[src/core/usb_host_ctrl_pkg.sv]
// Package: register map, field positions and reset values of the host
// control and target address registers.
// Assumes a 32-bit APB slave with one aligned word per register.
package usb_host_ctrl_pkg;
	localparam logic [11:0] host_control_offset = 12'h000;
	localparam logic [11:0] target_address_offset = 12'h004;

	localparam int reg_width = 16;
	localparam int addr_width = 12;

	// Host control register field positions
	localparam int frame_start_enable_bit = 0;
	localparam int pingpong_pointer_reset_bit = 1;
	localparam int resume_control_bit = 2;
	localparam int host_role_enable_bit = 3;
	localparam int bus_reset_control_bit = 4;
	localparam int token_in_progress_bit = 5;
	localparam int single_ended_zero_bit = 6;
	localparam int line_j_state_bit = 7;

	// Target address register field positions
	localparam int low_speed_select_bit = 7;
	localparam int device_address_lsb = 0;
	localparam int device_address_width = 7;

	localparam logic [5:0] host_control_reset = 6'h00;
	localparam logic [6:0] device_address_reset = 7'h00;
	localparam logic low_speed_reset = 1'b0;

	// USB line levels as sampled from the transceiver
	typedef struct packed {
		logic dplus;
		logic dminus;
	} usb_line_t;

	// Control bits leaving the register block
	typedef struct packed {
		logic bus_reset_control;
		logic host_role_enable;
		logic resume_control;
		logic pingpong_pointer_reset;
		logic frame_start_enable;
		logic low_speed_select;
		logic [6:0] device_address;
	} host_ctrl_t;
endpackage

[src/core/usb_line_state.sv]
// Line state decode: J state and single-ended zero from D+ and D-.
// Assumes line inputs are already synchronous to pclk.
`timescale 1ns/1ps
`default_nettype none
module usb_line_state (
	// Clock and reset
	input wire logic pclk,
	input wire logic presetn,
	// Line and speed
	input wire usb_host_ctrl_pkg::usb_line_t line,
	input wire logic low_speed,
	// Flags
	output logic j_state,
	output logic se0
);
	import usb_host_ctrl_pkg::*;

	typedef struct packed {
		logic j_state;
		logic se0;
	} line_state_t;

	line_state_t state_reg;
	line_state_t state_next;

	always_comb begin
		state_next = state_reg;
		// J state is differential zero at low speed, one at full speed
		if (low_speed) begin
			state_next.j_state = !line.dplus && line.dminus;
		end else begin
			state_next.j_state = line.dplus && !line.dminus;
		end
		state_next.se0 = !line.dplus && !line.dminus;
	end

	always_ff @(posedge pclk or negedge presetn) begin
		if (!presetn) begin
			state_reg <= '0;
		end else begin
			state_reg <= state_next;
		end
	end

	assign j_state = state_reg.j_state;
	assign se0 = state_reg.se0;
endmodule // usb_line_state
`default_nettype wire

[src/core/usb_host_control_address.sv]
// Host mode control and target address registers behind an APB slave.
// Assumes line inputs and token status are synchronous to pclk.
`timescale 1ns/1ps
`default_nettype none
// Summary of operation
// - Low-speed select bit set runs bus at low speed, clear at full.
// - Address register holds seven-bit device address, writable and readable.
// - Low-speed select exists only in host role, else reads zero.
// - Upper byte of address register ignores writes, reads zero.
module usb_host_control_address (
	// APB
	input wire logic pclk,
	input wire logic presetn,
	input wire logic psel,
	input wire logic penable,
	input wire logic pwrite,
	input wire logic [usb_host_ctrl_pkg::addr_width-1:0] paddr,
	input wire logic [31:0] pwdata,
	input wire logic [3:0] pstrb,
	output logic [31:0] prdata,
	output logic pready,
	output logic pslverr,
	// USB line and core status
	input wire usb_host_ctrl_pkg::usb_line_t line,
	input wire logic token_in_progress,
	// Control to the USB core
	output usb_host_ctrl_pkg::host_ctrl_t ctrl
);
	import usb_host_ctrl_pkg::*;

	typedef struct packed {
		logic bus_reset_control;
		logic host_role_enable;
		logic resume_control;
		logic pingpong_pointer_reset;
		logic frame_start_enable;
		logic low_speed_select;
		logic [6:0] device_address;
		logic [31:0] rdata;
		logic slverr;
	} regs_t;

	regs_t regs_reg;
	regs_t regs_next;
	logic j_state;
	logic se0;
	logic setup_phase;
	logic access_phase;
	logic write_commit;
	logic hit_ctrl;
	logic hit_addr;
	logic hit_any;
	logic ctrl_lane;
	logic addr_lane;
	logic low_speed_eff;
	logic [15:0] ctrl_view;
	logic [15:0] addr_view;
	logic [31:0] read_word;

	// Address compare against one register offset
	function automatic logic offset_match(
		input logic [addr_width-1:0] a,
		input logic [addr_width-1:0] o);
		logic m;
		m = a == o;
		return m;
	endfunction

	// Low byte lane carries every implemented bit
	function automatic logic low_lane(input logic [3:0] s);
		logic l;
		l = s[0];
		return l;
	endfunction

	// Widen a register view to the bus word
	function automatic logic [31:0] widen(input logic [15:0] h);
		logic [31:0] w;
		w = {16'h0000, h};
		return w;
	endfunction

	function automatic logic [15:0] control_word(input regs_t r,
		input logic j, input logic z, input logic busy);
		logic [15:0] w;
		w = 16'h0000;
		w[line_j_state_bit] = j;
		w[single_ended_zero_bit] = z;
		w[token_in_progress_bit] = busy;
		w[bus_reset_control_bit] = r.bus_reset_control;
		w[host_role_enable_bit] = r.host_role_enable;
		w[resume_control_bit] = r.resume_control;
		w[pingpong_pointer_reset_bit] = r.pingpong_pointer_reset;
		w[frame_start_enable_bit] = r.frame_start_enable;
		return w;
	endfunction

	// Address register view, top byte always zero
	function automatic logic [15:0] address_word(input logic ls,
		input logic [6:0] addr);
		logic [15:0] w;
		w = 16'h0000;
		w[low_speed_select_bit] = ls;
		w[device_address_lsb +: device_address_width] = addr;
		return w;
	endfunction

	// Writable control bits; status bits are not stored
	function automatic regs_t write_control(input regs_t r,
		input logic [31:0] d);
		regs_t n;
		n = r;
		n.bus_reset_control = d[bus_reset_control_bit];
		n.host_role_enable = d[host_role_enable_bit];
		n.resume_control = d[resume_control_bit];
		n.pingpong_pointer_reset = d[pingpong_pointer_reset_bit];
		n.frame_start_enable = d[frame_start_enable_bit];
		return n;
	endfunction

	// Address and speed bits; upper byte is dropped
	function automatic regs_t write_address(input regs_t r,
		input logic [31:0] d);
		regs_t n;
		n = r;
		n.device_address = d[device_address_lsb +:
			device_address_width];
		n.low_speed_select = d[low_speed_select_bit];
		return n;
	endfunction

	// Read word for the decoded register
	function automatic logic [31:0] select_read(input logic c,
		input logic a, input logic [15:0] cv, input logic [15:0] av);
		logic [31:0] w;
		w = 32'h0000_0000;
		if (c) begin
			w = widen(cv);
		end else if (a) begin
			w = widen(av);
		end
		return w;
	endfunction

	// Low speed only counts in host role
	assign low_speed_eff = regs_reg.low_speed_select &&
		regs_reg.host_role_enable;

	usb_line_state u_line_state (
		.pclk(pclk),
		.presetn(presetn),
		.line(line),
		.low_speed(low_speed_eff),
		.j_state(j_state),
		.se0(se0)
	);

	// Bus phases and address decode
	assign setup_phase = psel && !penable;
	assign access_phase = psel && penable;
	assign write_commit = access_phase && pwrite;
	assign hit_ctrl = offset_match(paddr, host_control_offset);
	assign hit_addr = offset_match(paddr, target_address_offset);
	assign hit_any = hit_ctrl || hit_addr;
	assign ctrl_lane = hit_ctrl && low_lane(pstrb);
	assign addr_lane = hit_addr && low_lane(pstrb);

	// Register views as software reads them
	assign ctrl_view = control_word(regs_reg, j_state, se0,
		token_in_progress);
	assign addr_view = address_word(low_speed_eff,
		regs_reg.device_address);
	assign read_word = select_read(hit_ctrl, hit_addr, ctrl_view,
		addr_view);

	// Read data and error captured in setup, writes land in access
	always_comb begin
		regs_next = regs_reg;
		if (setup_phase) begin
			regs_next.slverr = !hit_any;
			regs_next.rdata = 32'h0000_0000;
			if (!pwrite) begin
				regs_next.rdata = read_word;
			end
		end
		if (write_commit && ctrl_lane) begin
			regs_next = write_control(regs_next, pwdata);
		end
		if (write_commit && addr_lane) begin
			regs_next = write_address(regs_next, pwdata);
		end
	end

	always_ff @(posedge pclk or negedge presetn) begin
		if (!presetn) begin
			regs_reg <= '0;
		end else begin
			regs_reg <= regs_next;
		end
	end

	// Zero wait states: read data is ready from the setup capture
	assign pready = 1'b1;
	assign prdata = regs_reg.rdata;
	assign pslverr = access_phase && regs_reg.slverr;

	always_comb begin
		ctrl.bus_reset_control = regs_reg.bus_reset_control;
		ctrl.host_role_enable = regs_reg.host_role_enable;
		ctrl.resume_control = regs_reg.resume_control;
		ctrl.pingpong_pointer_reset = regs_reg.pingpong_pointer_reset;
		ctrl.frame_start_enable = regs_reg.frame_start_enable;
		ctrl.low_speed_select = low_speed_eff;
		ctrl.device_address = regs_reg.device_address;
	end
endmodule // usb_host_control_address
`default_nettype wire

[config.mk]
export PLATFORM = sky130hd
export DESIGN_NAME = usb_host_control_address
export DESIGN_NICKNAME = d
export VERILOG_FILES = /design/src/core/usb_host_ctrl_pkg.sv /design/src/core/usb_line_state.sv /design/src/core/usb_host_control_address.sv
export SDC_FILE = /design/constraint.sdc
export NUM_CORES = 1
export LEC_CHECK = 0
export BUFFER_PORTS_ARGS = -buffer_cell sky130_fd_sc_hd__buf_2
export CAP_MARGIN = 20
export CORE_MARGIN = 8
export CORE_UTILIZATION = 34
export CTS_BUF_LIST = sky130_fd_sc_hd__clkbuf_16
export DETAILED_ROUTE_END_ITERATION = 10
export PLACE_DENSITY_LB_ADDON = 0.05
export SYNTH_ARGS = -nofsm -noshare
export SYNTH_HDL_FRONTEND = slang
export SYNTH_SLANG_ARGS = --single-unit
[constraint.sdc]
create_clock -name pclk -period 1.4 [get_ports pclk]
set_input_delay 0.28 -clock pclk [delete_from_list [all_inputs] [get_ports pclk]]
set_output_delay 0.28 -clock pclk [all_outputs]
set_load 0.005 [all_outputs]
==> flow_summary.yaml, run 1 <==
clock_tree:
  clk_slew_on_worst_s_h_paths_ps: 60
  maximum_level_of_the_cts_h_tree: 1
  cts_hold_repair.buffers: 0
  clock_insertion_delay_worst_skew_ps: 250
  number_of_clock_buffers_inserted_by_tritoncts: 3
  cts.sink_count: 24
  tritoncts: "yes"
  clock_tree.buffer_depth: 2
  buffer_type_at_the_clock_tree_root: "sky130_fd_sc_hd__clkbuf_16"
drt:
  drt-initial-drc-count: 17
  vias_per_cell: 4.192
  drcViolationCount: 0
  drt_first_pass_iters: 3
  met2_wirelength_mm: 1.491
  ant_nets: 0
  met3_wirelength_microns: 380
  detail_route.wirelength_mm: 3.144
  highest_routing_layer_actually_used: "met4"
  drt-wirelength-per-cell_microns: 14.36
  detailroute.via_count: 918
  m1WireLength_mm: 1.231
layout:
  area_delta_synth_final_pct: 17.45
  insertedDiodeCount: 0
  final_nets: 226
  post_route_cells_drive_above_1_share: 0.4852
  largest_reg_flops: 12
  postLayoutCoreUtil: 0.4148
  final_area_sq_mm: 0.001659
  layout_commonest_cell: "sky130_fd_sc_hd__buf_2"
  final_cell_mix: "48 x sky130_fd_sc_hd__buf_2, 25 x sky130_fd_sc_hd__conb_1, 24 x sky130_fd_sc_hd__dfrtp_1"
  finish.cell_count_without_fillers: 219
sta:
  tightestPinTransition_ps: 539.9
  timing.final.crit_share: 0.9905
  setup_viol: 0
  maxSlewHeadroom: 0.6401
  timing.final.crit_period_ps: 1387
  setup_ws_final_ps: 13.36
  report.final.hold_viol_count: 0
  maxClockFrequency_ghz: 0.7212
  grt_setup_unrepaired: "true"
  final-max-slew-violation-count: 0
  final.setup_skew_ps: 1.073
outcome:
  status: "completed"
pwr:
  peakVddDrop_v: 0.0005699
  pwr_density_cell_mw_per_mm2: 869.6
  power.leakage_nw: 0.9284
  fin_total_pwr_mw: 1.443
yosys:
  gate_count_post_synth: 130
  synth_top_area_share: 0.4252
  largest_area_contributor_in_the_synthesized_netlist: "sky130_fd_sc_hd__dfrtp_1"
  synth_sequential_area_ratio: 0.4252
  postSynth.topFlopCell: "sky130_fd_sc_hd__dfrtp_1"
  post_synth_main_area_contributors: "sky130_fd_sc_hd__dfrtp_1 43%, sky130_fd_sc_hd__buf_4 26%, sky130_fd_sc_hd__mux2_2 9.6%, sky130_fd_sc_hd__mux2i_1 5.7%, sky130_fd_sc_hd__nor4_4 3.0%"
  yosysWarningCount: 0
  synth.cell_area_sq_mm: 0.001413
  postSynth.asyncResetShare: 1.000
  synth_enable_flop_cells: 0
  yosysUniqueCellTypes: 22
  postSynthRegisterBits: 24
  synth_area_per_cell_sq_um: 10.87
grt:
  grt_antenna_before_repair: 0
  gr-total-overflow: 0
  grt_pass1_wl_mm: 4.988
  globalRouteTotalUtil: 0.09910
  grt_max_degree: 25
  via_count_of_the_first_global_routing_pass: 1023
setup_path:
  cp_num_buf_inv: 2
  reg2reg_from: "ctrl[11]$_DFFE_PN0P_"
  critical_path.top_delay_family: "simple AND/OR/NAND/NOR gates"
  cp_slowest_stage_delay_ps: 290
  path_class: "in2reg"
  ff2ff_setup_slack_ps: 480
  critPathArrivalTime_ps: 1530
  reg2reg_to: "prdata[7]$_DFFE_PN0P_"
  setup.worst_path.end_class: "flip-flop"
  critical_path.max_fanout: 5
  setup.worst_path.start_class: "primary input"
  timing.critical_path.slowest_stage_cell: "sky130_fd_sc_hd__nor4_4"
  timing.reg2reg.worst_path_depth: 3
  cp.required_ps: 1540
  worstPathCellList: "buf_6 > nor4_4 > and3_4 > and3b_2 > buf_12 > mux2_4"
job:
  max_cap_viol_count: 0
die:
  floorplan.initialDensity: 0.3531
  chipWidth_microns: 80.46
  chipHeight_microns: 80.46
  die_area_sq_mm: 0.006473
  standard_cell_rows: 23
  ios: 103
  floorplan.core_area_sq_mm: 0.004000
placement:
  port_buffers: 50
  dp.cells: 214
  placement.setup.worst_slack_ps: -298.0
  dpl.hpwl_mm: 2.511
  gp_routability_congestion: 0.7105
  dpl_cell_area_sq_mm: 0.001554
worst_hold_path:
  timing.hold.worst.class: "in2async"
stage by stage:
step	hold WS, ps	TNS, ps
after detailed placement	308.1	-3764
final	6.343	0
after global placement	296.4	-3401
after floorplan	-15.59	-361.6
after CTS	30.77	-10.44
after global routing	47.91	-505.7
cells by family (layout without fill, tap and decap cells):
family | Yosys count | in the layout | share of synthesized area
AO/OA/AOI/OAI | 11 | 11 | 0.04252
buffers and inverters | 49 | 65 | 0.2578
flip-flops | 24 | 24 | 0.4252
multiplexers | 21 | 21 | 0.1603
other | 2 | 25 | 0.005316
AND/OR/NAND/NOR | 23 | 23 | 0.1089
cells in the mapped netlist, types with 2 or more instances:
cell / count
sky130_fd_sc_hd__mux2_2: 12
sky130_fd_sc_hd__buf_4: 48
sky130_fd_sc_hd__o21ai_0: 8
sky130_fd_sc_hd__nand2_1: 9
sky130_fd_sc_hd__nor4_4: 2
sky130_fd_sc_hd__dfrtp_1: 24
sky130_fd_sc_hd__nor2_1: 2
sky130_fd_sc_hd__mux2i_1: 8
sky130_fd_sc_hd__nand2b_1: 2
sky130_fd_sc_hd__conb_1: 2
sky130_fd_sc_hd__and3_1: 2
worst max-delay path by stage:
stage | cells past startpoint | from | end | slack, ps
after detailed placement | 6 | paddr[8] | ctrl[10]$_DFFE_PN0P_ | -300
after floorplan | 5 | paddr[8] | ctrl[10]$_DFFE_PN0P_ | -70
final | 6 | paddr[10] | ctrl[10]$_DFFE_PN0P_ | 10
after global routing | 5 | paddr[10] | ctrl[6]$_DFFE_PN0P_ | -50
after global placement | 6 | paddr[8] | ctrl[11]$_DFFE_PN0P_ | -290
after CTS | 6 | paddr[11] | ctrl[10]$_DFFE_PN0P_ | -4
repair_timing:
| item | 4_1_cts | 5_1_grt |
|---|---|---|
| setup endpoints to repair | 13 | 13 |
| hold endpoints to repair | 0 | 0 |
| pin swaps | 2 | 2 |
| gates resized for setup | 4 | 0 |
| buffers inserted | 1 | 0 |
area by class of cell:
cell class	count	area [sq um]
sequential	24	600.6
tap	50	62.56
fill	407	2341
clock buffer	3	75.07
clock inverter	1	3.754
timing repair buffer	61	357.8
multi-input combinational	80	559.3
where the power goes:
group	internal [mW]	switching [mW]	total, mW
clock	0.381	0.223	0.604
combinational	0.0620	0.0742	0.136
sequential	0.700	0.00251	0.703
per-layer routing:
metal / global-route usage / up-vias
met5: 0 / -
li1: - / 443
met2: 0.1652 / 46
met1: 0.1142 / 425
met3: 0.02902 / 4
met4: 0.04364 / 0
Power figures use the tool's default switching activity.
==> run 2: changes to the inputs <==
--- a/config.mk
+++ b/config.mk
@@ -5,7 +5,7 @@
 export SDC_FILE = /design/constraint.sdc
 export NUM_CORES = 1
 export LEC_CHECK = 0
-export BUFFER_PORTS_ARGS = -buffer_cell sky130_fd_sc_hd__buf_2
+export BUFFER_PORTS_ARGS = -buffer_cell sky130_fd_sc_hd__buf_4
 export CAP_MARGIN = 20
 export CORE_MARGIN = 8
 export CORE_UTILIZATION = 34
==> flow_summary.yaml, run 2 (synthesized netlist as in run 1, its figures left out) <==
outcome:
  status: "completed"
setup_path:
  critical_path.top_delay_family: "simple AND/OR/NAND/NOR gates"
  setup.worst_path.start_class: "primary input"
  critical_path.max_fanout: 5
  setup.worst_path.end_class: "flip-flop"
  worstPathCellList: "buf_6 > nor4_4 > and3_4 > and3b_2 > buf_12 > mux2_4"
  timing.critical_path.slowest_stage_cell: "sky130_fd_sc_hd__mux2_4"
  path_class: "in2reg"
  cp_slowest_stage_delay_ps: 300
  cp.required_ps: 1530
  cp_num_buf_inv: 2
  critPathArrivalTime_ps: 1530
grt:
  grt_antenna_before_repair: 0
  globalRouteTotalUtil: 0.09949
  grt_pass1_wl_mm: 5.009
  via_count_of_the_first_global_routing_pass: 1040
  grt_max_degree: 25
  gr-total-overflow: 0
layout:
  final_cell_mix: "56 x sky130_fd_sc_hd__buf_4, 25 x sky130_fd_sc_hd__conb_1, 24 x sky130_fd_sc_hd__dfrtp_1"
  post_route_cells_drive_above_1_share: 0.4881
  final_nets: 226
  insertedDiodeCount: 0
  layout_commonest_cell: "sky130_fd_sc_hd__buf_4"
  largest_reg_flops: 12
  area_delta_synth_final_pct: 26.48
sta:
  setup_viol: 0
  final-max-slew-violation-count: 0
  report.final.hold_viol_count: 0
  grt_setup_unrepaired: "true"
  final.setup_skew_ps: 0.9716
  timing.final.crit_period_ps: 1395
  setup_ws_final_ps: 4.692
  timing.final.crit_share: 0.9966
  maxClockFrequency_ghz: 0.7167
pwr:
  comb_power_share: 0.110
  peakVddDrop_v: 0.0004610
  power.leakage_nw: 0.9488
  pwr-share-clk: 0.409
  power.share.sequential: 0.482
  internal-power_mw: 1.161
  fin_total_pwr_mw: 1.459
  pwr_density_cell_mw_per_mm2: 816.5
  power.share.switching: 0.2042
  p_sw_mw: 0.2979
die:
  floorplan.core_area_sq_mm: 0.004000
  standard_cell_rows: 23
  chipHeight_microns: 80.46
  die_area_sq_mm: 0.006473
  chipWidth_microns: 80.46
  ios: 103
  floorplan.initialDensity: 0.3531
placement:
  dpl.hpwl_mm: 2.505
  placement.setup.worst_slack_ps: -306.2
  gp_routability_congestion: 0.7139
  port_buffers: 50
drt:
  vias_per_cell: 4.239
  drt-wirelength-per-cell_microns: 14.87
  ant_nets: 0
  drt-initial-drc-count: 19
  detailroute.via_count: 924
  detail_route.wirelength_mm: 3.241
  drt_first_pass_iters: 2
  drcViolationCount: 0
worst_hold_path:
  timing.hold.worst.class: "in2reg"
clock_tree:
  clock_insertion_delay_worst_skew_ps: 250
  maximum_level_of_the_cts_h_tree: 1
  clk_slew_on_worst_s_h_paths_ps: 60
  cts.sink_count: 24
  tritoncts: "yes"
  buffer_type_at_the_clock_tree_root: "sky130_fd_sc_hd__clkbuf_16"
  clock_tree.buffer_depth: 2
  number_of_clock_buffers_inserted_by_tritoncts: 3
job:
  max_cap_viol_count: 0
## run 2: per-layer routing
| metal | up-vias | global-route usage | share of wire |
|---|---|---|---|
| li1 | 438 | - | - |
| met1 | 432 | 0.1140 | 0.40 |
| met2 | 49 | 0.1684 | 0.48 |
| met3 | 5 | 0.03237 | 0.10 |
| met4 | 0 | 0.03455 | 0.015 |
| met5 | - | 0 | 0 |
## run 2: what timing repair did
action / CTS / global route
hold buffers: 1 / 0
hold endpoints to repair: 24 / 0
pin swaps: 2 / 2
setup buffers: 1 / 1
endpoints found under the setup margin: 13 / 13
resized for setup: 4 / 2
## run 2: layout make-up
type / count / area [sq um]
Clock buffer: 3 / 75.07
Fill cell: 391 / 2213
Multi-Input combinational cell: 80 / 564.3
Sequential cell: 24 / 600.6
Tap cell: 50 / 62.56
Timing Repair Buffer: 61 / 484.2
## run 2: path summary, 6_finish.rpt
| kind | from | to | slack, ps | cells past startpoint |
|---|---|---|---|---|
| setup / recovery | paddr[8] | ctrl[8]$_DFFE_PN0P_ | 5 | 6 |
| hold / removal | line[0] | u_line_state.se0$_DFF_PN0_ | 180 | 2 |
| setup reg to reg | ctrl[11]$_DFFE_PN0P_ | prdata[7]$_DFFE_PN0P_ | 460 | 3 |
| hold reg to reg | prdata[1]$_DFFE_PN0P_ | prdata[1]$_DFFE_PN0P_ | 480 | 2 |
| max in group asynchronous | presetn | prdata[1]$_DFFE_PN0P_ | 700 | 2 |
| min in group asynchronous | presetn | ctrl[5]$_DFFE_PN0P_ | 460 | 2 |
## run 2: power groups by stage
stage | combinational (mW) | sequential [mW] | clock [mW]
after global placement | 0.147 | 0.715 | 0
final | 0.160 | 0.703 | 0.596
after CTS | 0.155 | 0.702 | 0.614
after global routing | 0.178 | 0.703 | 0.658
after detailed placement | 0.150 | 0.715 | 0
after floorplan | 0.0979 | 0.715 | 0
## run 2: metrics by stage
stage                     TNS (ps)  instance area (sq um)  hold WS [ps]    util  instances
after global routing        -23.48                   1787         181.8  0.4467        218
after floorplan             -361.6                   1521        -15.59       -        153
after detailed placement     -3677                   1664         198.9  0.4160        212
after global placement       -3425                   1664         197.5  0.4160        212
final                            0                   1787         182.1  0.4467        218
after CTS                   -7.049                   1770         177.1  0.4426        217
==> run 3: changes to the inputs <==
--- a/config.mk
+++ b/config.mk
@@ -9,7 +9,7 @@
 export CAP_MARGIN = 20
 export CORE_MARGIN = 8
 export CORE_UTILIZATION = 34
-export CTS_BUF_LIST = sky130_fd_sc_hd__clkbuf_16
+export CTS_BUF_LIST = sky130_fd_sc_hd__clkbuf_4 sky130_fd_sc_hd__clkbuf_8
 export DETAILED_ROUTE_END_ITERATION = 10
 export PLACE_DENSITY_LB_ADDON = 0.05
 export SYNTH_ARGS = -nofsm -noshare
==> flow_summary.yaml, run 3 (synthesized netlist as in run 1, its figures left out) <==
pwr:
  fin_total_pwr_mw: 1.260
  power.share.switching: 0.2279
  p_sw_mw: 0.2872
  power.leakage_nw: 0.9309
  pwr-share-clk: 0.318
  pwr_density_cell_mw_per_mm2: 722.1
  power.share.sequential: 0.556
  internal-power_mw: 0.9731
  peakVddDrop_v: 0.0004408
  comb_power_share: 0.125
setup_path:
  setup.worst_path.end_class: "flip-flop"
  path_class: "in2reg"
  critical_path.max_fanout: 5
  setup.worst_path.start_class: "primary input"
  ff2ff_setup_slack_ps: 460
  cp.required_ps: 1550
  critPathArrivalTime_ps: 1540
drt:
  detailroute.via_count: 919
  detail_route.wirelength_mm: 3.250
  drt_first_pass_iters: 2
  drt-initial-drc-count: 18
  ant_nets: 0
  drcViolationCount: 0
  vias_per_cell: 4.216
  drt-wirelength-per-cell_microns: 14.91
layout:
  multi_input_comb_area_sq_um: 564.3
  final_area_sq_mm: 0.001745
  final_cell_mix: "58 x sky130_fd_sc_hd__buf_4, 25 x sky130_fd_sc_hd__conb_1, 24 x sky130_fd_sc_hd__dfrtp_1"
  fillerInstances: 392
  insertedDiodeCount: 0
  layout_commonest_cell: "sky130_fd_sc_hd__buf_4"
  area_delta_synth_final_pct: 23.56
  final_nets: 226
  largest_reg_flops: 12
  post_route_cells_drive_above_1_share: 0.4881
  seqCellArea_sq_um: 600.6
sta:
  maxClockFrequency_ghz: 0.7212
  setup_viol: 0
  timing.final.crit_share: 0.9904
  grt_setup_unrepaired: "false"
  final-max-slew-violation-count: 0
  final.setup_skew_ps: 0.3998
  timing.final.crit_period_ps: 1387
  report.final.hold_viol_count: 0
placement:
  dpl_cell_area_sq_mm: 0.001664
  port_buffers: 50
  gp_routability_congestion: 0.7139
  dpl.hpwl_mm: 2.505
die:
  floorplan.core_area_sq_mm: 0.004000
  ios: 103
  standard_cell_rows: 23
  chipWidth_microns: 80.46
  die_area_sq_mm: 0.006473
  chipHeight_microns: 80.46
  floorplan.initialDensity: 0.3531
grt:
  grt_pass1_wl_mm: 4.961
  gr-total-overflow: 0
  via_count_of_the_first_global_routing_pass: 1029
  globalRouteTotalUtil: 0.09903
  grt_max_degree: 25
  grt_antenna_before_repair: 0
clock_tree:
  clock_insertion_delay_worst_skew_ps: 260
  cts.sink_count: 24
  clock_tree.buffer_depth: 2
  clk_slew_on_worst_s_h_paths_ps: 80
  maximum_level_of_the_cts_h_tree: 1
  tritoncts: "yes"
  number_of_clock_buffers_inserted_by_tritoncts: 3
  buffer_type_at_the_clock_tree_root: "sky130_fd_sc_hd__clkbuf_8"
outcome:
  status: "completed"
job:
  max_cap_viol_count: 0
worst_hold_path:
  timing.hold.worst.class: "in2reg"
## run 3: final timing paths
path / startpoint / end / depth (start not counted)
setup / recovery: paddr[8] / ctrl[8]$_DFFE_PN0P_ / 6
hold / removal: line[0] / u_line_state.se0$_DFF_PN0_ / 2
setup reg to reg: ctrl[11]$_DFFE_PN0P_ / prdata[7]$_DFFE_PN0P_ / 3
hold reg to reg: prdata[1]$_DFFE_PN0P_ / prdata[1]$_DFFE_PN0P_ / 2
max in group asynchronous: presetn / prdata[0]$_DFFE_PN0P_ / 2
min in group asynchronous: presetn / ctrl[5]$_DFFE_PN0P_ / 2
## run 3: routing by layer
layer,vias up,part of all wire,global-route usage,wire (microns)
li1,438,-,-,-
met1,425,0.41,0.1173,1328
met3,7,0.10,0.02790,339
met5,-,0,0,0
met2,49,0.47,0.1612,1520
met4,0,0.019,0.04545,61
## run 3: per-stage QoR
step | hold slack [ps] | util | cells | TNS [ps] | worst slack, ps
6_report | 165.3 | 0.4363 | 218 | 0 | 13.39
3_3_place_gp | 197.5 | 0.4160 | 212 | -3425 | -285.7
5_1_grt | 157.6 | 0.4363 | 218 | 0 | 3.276
2_1_floorplan | -15.59 | - | 153 | -361.6 | -72.31
4_1_cts | 158.4 | 0.4332 | 217 | 0 | 5.798
3_5_place_dp | 198.9 | 0.4160 | 212 | -3677 | -306.2
## run 3: area by class of cell
class                           instances  area share
Timing Repair Buffer                   61      0.2731
Multi-Input combinational cell         80      0.3233
Tap cell                               50     0.03584
Clock buffer                            3     0.02366
Sequential cell                        24      0.3441
## run 3: repair_timing
item / CTS / global route
endpoints found under the hold margin: 24 / 0
gates cloned: 0 / 0
buffers inserted: 1 / 1
resized for setup: 3 / 1
pin swaps: 2 / 2
hold buffers: 1 / 0
endpoints found under the setup margin: 5 / 13
## run 3: critical path: stages
cell and delay, ps:
sky130_fd_sc_hd__buf_4 120, sky130_fd_sc_hd__nor4_4 270, sky130_fd_sc_hd__and3_4 230, sky130_fd_sc_hd__and3b_2 210
sky130_fd_sc_hd__buf_12 130, sky130_fd_sc_hd__mux2_4 300
## run 3: power groups by stage
stage               registers (mW)  logic (mW)  clock network [mW]
floorplan                    0.715      0.0979                   0
global placement             0.715       0.147                   0
detailed placement           0.715       0.150                   0
CTS                          0.701       0.155               0.414
global route                 0.702       0.176               0.457
finish                       0.701       0.158               0.401
